==> src/pkg/adcsc_regs.svh <==
// register offsets, field positions, reset values and timing counts of the converter control
//
// Behaviour
// - out of range inputs clamp to full or zero
// - converter_on starts continuous conversion of channel
// - completion sets done flag, loads result
// - high read or control write clears flag
// - results overwritten by next completion, read low first
// - channel change aborts, clears flag, restarts
// - clearing converter_on halts conversion
// - clock select bit picks cpu/4 or cpu/2
// - channel field selects input n in binary
// - high register holds result bits nine..two
// - low register holds bits one..zero, rest zero
// - cpu wait leaves converter running
// - halt disables converter, settle before trusting
// - done flag read only, writes only clear
// - all registers reset to zero
`ifndef ADCSC_REGS_SVH
`define ADCSC_REGS_SVH

// offsets are not multiples of four: these are indices, byte address = 4 * index
`define ADCSC_IDX_CSR        8'h70
`define ADCSC_IDX_RES_HIGH   8'h71
`define ADCSC_IDX_RES_LOW    8'h72
`define ADCSC_IDX_IRQ_STATUS 8'h73
`define ADCSC_IDX_IRQ_MASK   8'h74

`define ADCSC_CSR_DONE_BIT   7
`define ADCSC_CSR_CLKSEL_BIT 6
`define ADCSC_CSR_ON_BIT     5
`define ADCSC_CSR_RSVD_BIT   4
`define ADCSC_CSR_CH_MSB     3

`define ADCSC_CSR_RESET      8'h00
`define ADCSC_RES_RESET      10'h000

// converter clock cycles per conversion
`define ADCSC_CONV_CYCLES    14
`define ADCSC_DIV_SLOW       4
`define ADCSC_DIV_FAST       2

`endif

==> src/pkg/adcsc_pkg.sv <==
// types shared by the converter control block
package adcsc_pkg;
	typedef enum logic [1:0] {
		ADCSC_IDLE,
		ADCSC_CONVERT
	} adcsc_state_t;
endpackage : adcsc_pkg

==> src/core/adcsc_top.sv <==
// control, result registers and apb slave of the 10-bit converter
//
// Register access over APB was left to the implementer.
`timescale 1ns/1ps
`default_nettype none
`include "adcsc_regs.svh"

module adcsc_top #(
	parameter int CONV_CYCLES = `ADCSC_CONV_CYCLES
) (
	// apb
	input  wire logic        pclk,
	input  wire logic        presetn,
	input  wire logic        psel,
	input  wire logic        penable,
	input  wire logic        pwrite,
	input  wire logic [11:0] paddr,
	input  wire logic [31:0] pwdata,
	output logic      [31:0] prdata,
	output logic             pready,
	output logic             pslverr,
	// analog core
	output logic      [3:0]  ana_channel,
	output logic             ana_enable,
	output logic             ana_sample,
	input  wire logic [9:0]  ana_code,
	input  wire logic        ana_over,
	input  wire logic        ana_under,
	// low power
	input  wire logic        halt_mode,
	// interrupt
	output logic             irq
);

	// ****************************************
	// bus decode
	// ****************************************
	logic       acc;
	logic       wr;
	logic       rd;
	logic [7:0] idx;
	logic       hit_csr;
	logic       hit_hi;
	logic       hit_lo;
	logic       hit_st;
	logic       hit_mk;

	assign acc     = psel && penable;
	assign wr      = acc && pwrite;
	assign rd      = acc && !pwrite;
	assign idx     = paddr[9:2];
	assign hit_csr = (idx == `ADCSC_IDX_CSR) && (paddr[1:0] == 2'h0);
	assign hit_hi  = (idx == `ADCSC_IDX_RES_HIGH) && (paddr[1:0] == 2'h0);
	assign hit_lo  = (idx == `ADCSC_IDX_RES_LOW) && (paddr[1:0] == 2'h0);
	assign hit_st  = (idx == `ADCSC_IDX_IRQ_STATUS) && (paddr[1:0] == 2'h0);
	assign hit_mk  = (idx == `ADCSC_IDX_IRQ_MASK) && (paddr[1:0] == 2'h0);
	assign pready  = 1'b1;
	assign pslverr = acc && !(hit_csr || hit_hi || hit_lo || hit_st || hit_mk);

	// ****************************************
	// control register
	// ****************************************
	logic       clksel_reg;
	logic       on_reg;
	logic [3:0] ch_reg;
	logic       csr_wr;
	logic       ch_change;

	assign csr_wr    = wr && hit_csr;
	assign ch_change = csr_wr && (pwdata[3:0] != ch_reg);

	// bit 4 and the done position are dropped; software keeps bit 4 at zero
	always_ff @(posedge pclk or negedge presetn) begin
		if (!presetn) begin
			clksel_reg <= 1'b0;
			on_reg     <= 1'b0;
			ch_reg     <= 4'h0;
		end else if (csr_wr) begin
			clksel_reg <= pwdata[`ADCSC_CSR_CLKSEL_BIT];
			on_reg     <= pwdata[`ADCSC_CSR_ON_BIT] && !halt_mode;
			ch_reg     <= pwdata[`ADCSC_CSR_CH_MSB:0];
		end else if (halt_mode) begin
			on_reg <= 1'b0;
		end
	end

	// ****************************************
	// converter clock divider
	// ****************************************
	logic [1:0] div_reg;
	logic       tick;

	// halt only gates via halt_mode; wait has no input here so it cannot stop us
	assign tick = clksel_reg ? div_reg[0] : (div_reg == 2'h3);

	always_ff @(posedge pclk or negedge presetn) begin
		if (!presetn) begin
			div_reg <= 2'h0;
		end else if (!on_reg) begin
			div_reg <= 2'h0;
		end else begin
			div_reg <= div_reg + 2'h1;
		end
	end

	// ****************************************
	// conversion sequencer
	// ****************************************
	adcsc_pkg::adcsc_state_t state_reg;
	logic [7:0]              cnt_reg;
	logic                    done_evt;
	logic                    restart;

	assign restart  = ch_change || (csr_wr && pwdata[`ADCSC_CSR_ON_BIT] && !on_reg);
	assign done_evt = (state_reg == adcsc_pkg::ADCSC_CONVERT) && tick && !restart
		&& (cnt_reg == 8'(CONV_CYCLES - 1));

	always_ff @(posedge pclk or negedge presetn) begin
		if (!presetn) begin
			state_reg <= adcsc_pkg::ADCSC_IDLE;
			cnt_reg   <= 8'h00;
		end else if (!on_reg && !restart) begin
			state_reg <= adcsc_pkg::ADCSC_IDLE;
			cnt_reg   <= 8'h00;
		end else if (restart || (state_reg == adcsc_pkg::ADCSC_IDLE)) begin
			state_reg <= adcsc_pkg::ADCSC_CONVERT;
			cnt_reg   <= 8'h00;
		end else if (tick) begin
			// wrap straight into the next conversion
			cnt_reg <= done_evt ? 8'h00 : cnt_reg + 8'h01;
		end
	end

	// a write with the channel unchanged and converter_on kept at one does not touch the sequencer
	assign ana_channel = ch_reg;
	assign ana_enable  = on_reg;
	assign ana_sample  = (state_reg == adcsc_pkg::ADCSC_CONVERT) && (cnt_reg == 8'h00);

	// ****************************************
	// result and done flag
	// ****************************************
	logic [9:0] res_reg;
	logic       done_reg;
	logic [9:0] clamp;

	assign clamp = ana_over ? 10'h3ff : (ana_under ? 10'h000 : ana_code);

	// not latched: each completion overwrites the previous value
	always_ff @(posedge pclk or negedge presetn) begin
		if (!presetn) begin
			res_reg <= `ADCSC_RES_RESET;
		end else if (done_evt) begin
			res_reg <= clamp;
		end
	end

	// done_evt never coincides with ch_change; otherwise set wins
	always_ff @(posedge pclk or negedge presetn) begin
		if (!presetn) begin
			done_reg <= 1'b0;
		end else if (done_evt) begin
			done_reg <= 1'b1;
		end else if (csr_wr || (rd && hit_hi)) begin
			done_reg <= 1'b0;
		end
	end

	// ****************************************
	// interrupt status and mask
	// ****************************************
	logic mask_reg;
	logic st_reg;

	always_ff @(posedge pclk or negedge presetn) begin
		if (!presetn) begin
			st_reg <= 1'b0;
		end else if (done_evt) begin
			st_reg <= 1'b1;
		end else if (wr && hit_st && pwdata[0]) begin
			st_reg <= 1'b0;
		end
	end

	always_ff @(posedge pclk or negedge presetn) begin
		if (!presetn) begin
			mask_reg <= 1'b0;
		end else if (wr && hit_mk) begin
			mask_reg <= pwdata[0];
		end
	end

	assign irq = st_reg && mask_reg;

	// ****************************************
	// read data
	// ****************************************
	always_ff @(posedge pclk or negedge presetn) begin
		if (!presetn) begin
			prdata <= 32'h0000_0000;
		end else if (psel && !penable && !pwrite) begin
			prdata <= 32'h0000_0000;
			if (hit_csr) begin
				prdata[7:0] <= {done_reg, clksel_reg, on_reg, 1'b0, ch_reg};
			end else if (hit_hi) begin
				prdata[7:0] <= res_reg[9:2];
			end else if (hit_lo) begin
				prdata[7:0] <= {6'h00, res_reg[1:0]};
			end else if (hit_st) begin
				prdata[0] <= st_reg;
			end else if (hit_mk) begin
				prdata[0] <= mask_reg;
			end
		end
	end
endmodule : adcsc_top
`default_nettype wire

==> config.mk <==
export PLATFORM = sky130hd
export DESIGN_NAME = adcsc_top
export DESIGN_NICKNAME = d
export VERILOG_FILES = /design/src/pkg/adcsc_pkg.sv /design/src/core/adcsc_top.sv
export VERILOG_INCLUDE_DIRS = /design/src /design/src/pkg
export SDC_FILE = /design/constraint.sdc
export NUM_CORES = 1
export LEC_CHECK = 0
export BUFFER_PORTS_ARGS = -buffer_cell sky130_fd_sc_hd__buf_2
export CORE_MARGIN = 2
export CORE_UTILIZATION = 40
export DETAILED_ROUTE_END_ITERATION = 10
export HOLD_SLACK_MARGIN = 0.12
export PLACE_DENSITY = 0.81
export SKIP_CTS_REPAIR_TIMING = 1
export SLEW_MARGIN = 20
export SYNTH_ARGS = -nofsm -noshare
export SYNTH_HDL_FRONTEND = slang
export SYNTH_SLANG_ARGS = --single-unit
==> constraint.sdc <==
create_clock -name pclk -period 3.4 [get_ports pclk]
set_clock_uncertainty 0.05 [all_clocks]
set_input_delay 0.68 -clock pclk [delete_from_list [all_inputs] [get_ports pclk]]
set_output_delay 0.68 -clock pclk [all_outputs]
set_load 0.01 [all_outputs]
**Yosys cells after proc, flatten, opt, wreduce, memory -nomap -nowiden**

Cells that the tools add are included.

- Flip-flop bits (word level): 39
- Input bits: 62
- Output and inout port bits: 41
- Logic and storage cells: 91

- $add $sub $neg: 2
- Equality and inequality tests: 9
- Mux-type cells: 22
- Reduce and logical (&&, ||, !) cells: 47

Operators by type and width:

| cell | count |
|---|---|
| $mux W8 | 6 |
| $eq A8 B7 Y1 const B | 5 |
| $logic_and A1 B1 Y1 | 26 |
| $mux W10 | 2 |
| $mux W1 | 11 |
| $add A8 B1 Y8 const B | 1 |
| $eq A8 B4 Y1 const B | 1 |
| $logic_not A8 Y1 | 1 |
| $reduce_bool A2 Y1 | 4 |
| $logic_or A1 B1 Y1 | 7 |
| $logic_not A1 Y1 | 6 |
| $mux W2 | 3 |
| $logic_not A2 Y1 | 2 |
| $ne A4 B4 Y1 | 1 |
| $reduce_bool A3 Y1 | 1 |
| $add A2 B1 Y2 const B | 1 |
| $eq A2 B1 Y1 const B | 1 |
| $eq A2 B2 Y1 const B | 1 |

**Logic depth before layout (Yosys ltp)**

- Word-level depth: 13
- Mapped depth: 7
- Gate-level depth less buffers: 6

**Least setup slack after synthesis**

Ideal clock, no wire load.

- Path kind: input to output
- Start point: input port paddr[9]
- End point: output port pslverr
- Data arrival time: 1434 ps
- Required time: 2670 ps
- Slack: 1236 ps
- Cell stages on the path: 3
- Path buffers: 0
- Cell sequence: nor4b_4 > and4b_1 > a21oi_1

- Cells in the longest elaborated chain, start to end: 8
- Elaborated cells on any way between the ends: 16
- Those cells by class: 5 x eq/ne; 11 x reduce/logical

Ends and longest elaborated chain:

| what | line | RTL |
|---|---|---|
| start, declared | adcsc_top.sv:17 | `input wire logic [11:0] paddr,` |
| $eq A8 B7 Y1 (no line) | n/a |  |
| $logic_and A1 B1 Y1 (on tied branches) | adcsc_top.sv:52, adcsc_top.sv:53 |  |
| $logic_or A1 B1 Y1 (3 in series) | adcsc_top.sv:58 | `assign pslverr = acc && !(hit_csr \|\| hit_hi \|\| hit_lo \|\| hit_st \|\| hit_mk);` |
| $logic_or A1 B1 Y1 * | adcsc_top.sv:58 |  |
| $logic_not A1 Y1 * | adcsc_top.sv:58 |  |
| $logic_and A1 B1 Y1 * | adcsc_top.sv:58 |  |
| end, declared | adcsc_top.sv:21 | `output logic pslverr,` |

Every way passes the cells marked *; elsewhere a longest branch is shown, timed or not.

**Worst setup path after layout**

Ends and elaborated chain as after synthesis.

==> impl_metrics.csv <==
group,metric,value,unit
status,outcome,"complete, no violations",
grt,grt-ovfl-total,0,
setup_path,crit_required,2.67,ns
timing,drv_slew,0,
place,dp_hpwl,3486,um
detailed_routing,wl_met3,277,um
setup_path,crit_chain,"buf_2 > nor4b_4 > and4b_1 > a21oi_1 > buf_2",
timing,rsz0062_at_grt,"no",
die,dieArea,6089,um2
pwr,swShare,22.04,%
detailed_routing,wirelength_met1,2053,um
clock_network,cts-root-buf,"clkbuf_8",
place,placed_cells,334,
pwr,p_switching,229.4,uW
setup_path,cp_max_fo,5,
timing,tightestPinTransition,0.8353,ns
grt,grt_pass1_vias,1612,
detailed_routing,num_vias,1684,
clock_network,clk_pin_slew,0.08,ns
setup_path,crit_slowest_cell,"nor4b_4",
grt,grt_usage,15.29,%
cells_and_area,layout_commonest_cell,"buf_2",
timing,finalSetupViolations,0,
die,dieWidth,78.03,um
detailed_routing,dr.max_layer_used,"met4",
detailed_routing,wl_per_cell,13.53,um
setup_path,rrSetupSlack,1.23,ns
setup_path,path_delay_family,"simple AND/OR/NAND/NOR gates",
place,portBuffers,49,
detailed_routing,wl,4628,um
cells_and_area,fillers,494,
yosys,ys_async_sr_fraction,100.0,%
cells_and_area,utilization,48.82,%
clock_network,clkSinkCount,38,
pwr,comb_power_share,9.5,%
clock_network,numCtsBuffers,5,
timing,finalHoldWorstSlack,0.4310,ns
pwr,p_int,811.7,uW
cells_and_area,multi_input_area,1085,um2
grt,grt_start_max_net_pins,39,
setup_path,rr_worst_depth,5,
die,rows,26,
yosys,syn_inst,222,
setup_path,cp-end-kind,"output port",
detailed_routing,drc,0,
yosys,synth_warnings,0,
die,pin_count,103,
job,max_cap_viol_count,0,
pwr,irDropWorstVdd,0.0002233,V
detailed_routing,firstDrtPassIters,4,
cells_and_area,drive_above_1_share,30.51,%
yosys,yosysUniqueCellTypes,48,
yosys,synth_edf_count,0,
setup_path,max_stage_delay,0.44,ns
die,die_y,78.03,um
setup_path,critPathKind,"input pin to output port",
cells_and_area,area_growth,15.92,%
timing,hold_viol,0,
place,gp_congestion,0.8524,
cells_and_area,fin_area,2541,um2
pwr,p_seq_share,45.0,%
cells_and_area,finalNonFillerCells,342,
cells_and_area,antenna_cells,0,
setup_path,critPathMostFrequentCell,"buf_2",
detailed_routing,ant_nets,0,
cells_and_area,nets,337,
clock_network,insertion_delay,0.29,ns
yosys,ys_ff_latch,38,
cells_and_area,seq_area,950.9,um2
place,placedInstanceArea,2399,um2
detailed_routing,met2_length,2186,um
detailed_routing,drtIter0Drc,165,
timing,period_needed,2.485,ns
grt,grt_pass1_wl,7445,um
setup_path,reg2reg_from,"cnt_reg[4]$_DFFE_PN0P_",
pwr,p_leak,0.001229,uW
detailed_routing,viasPerCell,4.924,
hold_path,hold_class,"input pin to asynchronous set/reset pin",
yosys,ys.flop_type,"dfrtp_1",
timing,slew_headroom,44.31,%
clock_network,h-tree-depth,2,
pwr,clkPwrFrac,45.4,%
yosys,ys_seq_area_share,43.38,%
timing,max_freq,402.4,MHz
yosys,synth_area_per_cell,9.874,um2
timing,final.period_utilization,73.08,%
timing,setup_tns,0,ns
die,initial_core_util,42.12,%
cells_and_area,largest_reg_flops,10,
cells_and_area,final_cell_mix,"buf_2 (49), dfrtp_1 (38), a21oi_1 (33)",
pwr,p_per_area,409.7,nW/um2
setup_path,startpoint_type,"input pin",
yosys,syn_area,2192,um2
clock_network,clockBufferDepth,2,
setup_path,path_buf_inv,2,
setup_path,crit_arrival,1.75,ns
die,core-area,5205,um2
clock_network,cts_tree,"built",
setup_path,r2r-end,"res_reg[5]$_DFFE_PN0P_",
grt,antenna_found_initial,0,
-- power by group through the flow --
| stage | sequential [uW] | combinational, uW | clock (uW) |
|---|---|---|---|
| 3_5_place_dp | 479 | 99.2 | 0 |
| 6_report | 469 | 99.0 | 473 |
| 4_1_cts | 470 | 99.9 | 480 |
| 3_3_place_gp | 477 | 98.2 | 0 |
| 5_1_grt | 471 | 110 | 498 |
| 2_1_floorplan | 484 | 64.1 | 0 |
-- worst max path at each step --
stage / slack [ns] / cells past startpoint / startpoint / to
after floorplan: 1.24 / 3 / paddr[9] / pslverr
after global placement: 0.93 / 5 / paddr[9] / pslverr
after detailed placement: 0.93 / 5 / paddr[9] / pslverr
after CTS: 0.92 / 5 / paddr[9] / pslverr
after global routing: 0.84 / 5 / paddr[9] / pslverr
final: 0.92 / 5 / paddr[9] / pslverr
-- synth_stat cells, types with 2 or more instances --
library cell | count | area (um2)
a21oi_2 | 10 | 87.58
a21oi_1 | 33 | 165.2
nand2b_1 | 3 | 18.77
buf_4 | 25 | 187.7
nand4_1 | 3 | 18.77
xnor2_1 | 4 | 35.03
inv_1 | 5 | 18.77
o21ai_0 | 5 | 25.02
nand2_1 | 10 | 37.54
xor2_1 | 3 | 26.28
and2_1 | 2 | 12.51
a22oi_1 | 6 | 45.04
mux2i_1 | 4 | 40.04
conb_1 | 2 | 7.510
mux2_2 | 7 | 78.83
and3_1 | 4 | 25.02
nor2b_1 | 2 | 12.51
nor3_1 | 4 | 20.02
ha_1 | 4 | 50.05
nor2_1 | 17 | 63.81
dfrtp_1 | 38 | 950.9
nand3_1 | 3 | 15.01
buf_2 | 2 | 10.01
clkbuf_1 | 2 | 7.510
-- area by class of cell --
cell class              count  share of cell area, %
repair buffers             50                  9.946
multi-input cells         170                  42.69
flip-flops and latches     38                  37.42
clock buffers               6                  3.250
clock inverters             2                  2.363
inverters                   6                 0.8863
well taps                  70                  3.447
-- metal layers --
layer  GRT usage (%)  up-vias
li1                -      832
met4           7.193        0
met5               0        -
met1           18.87      781
met3           2.989       11
met2           25.78       60
-- logic make-up after synthesis --
family	Yosys count	synth area share, %
AOI/OAI and AO/OA	62	17.92
xor gates and xnor gates	7	2.797
adders and majority gates	4	2.283
buffers and inverters	37	11.07
DFF	38	43.38
muxes	11	5.423
other	2	0.3426
and+or+nand+nor	61	16.78
-- metrics by stage --
stage | total power (uW) | worst slack, ns
after floorplan | 547.8 | 1.236
after global placement | 575.4 | 0.9311
after detailed placement | 577.7 | 0.9260
after CTS | 1050 | 0.9199
after global routing | 1079 | 0.8388
final | 1041 | 0.9151
(Power assumes the default switching activity.)
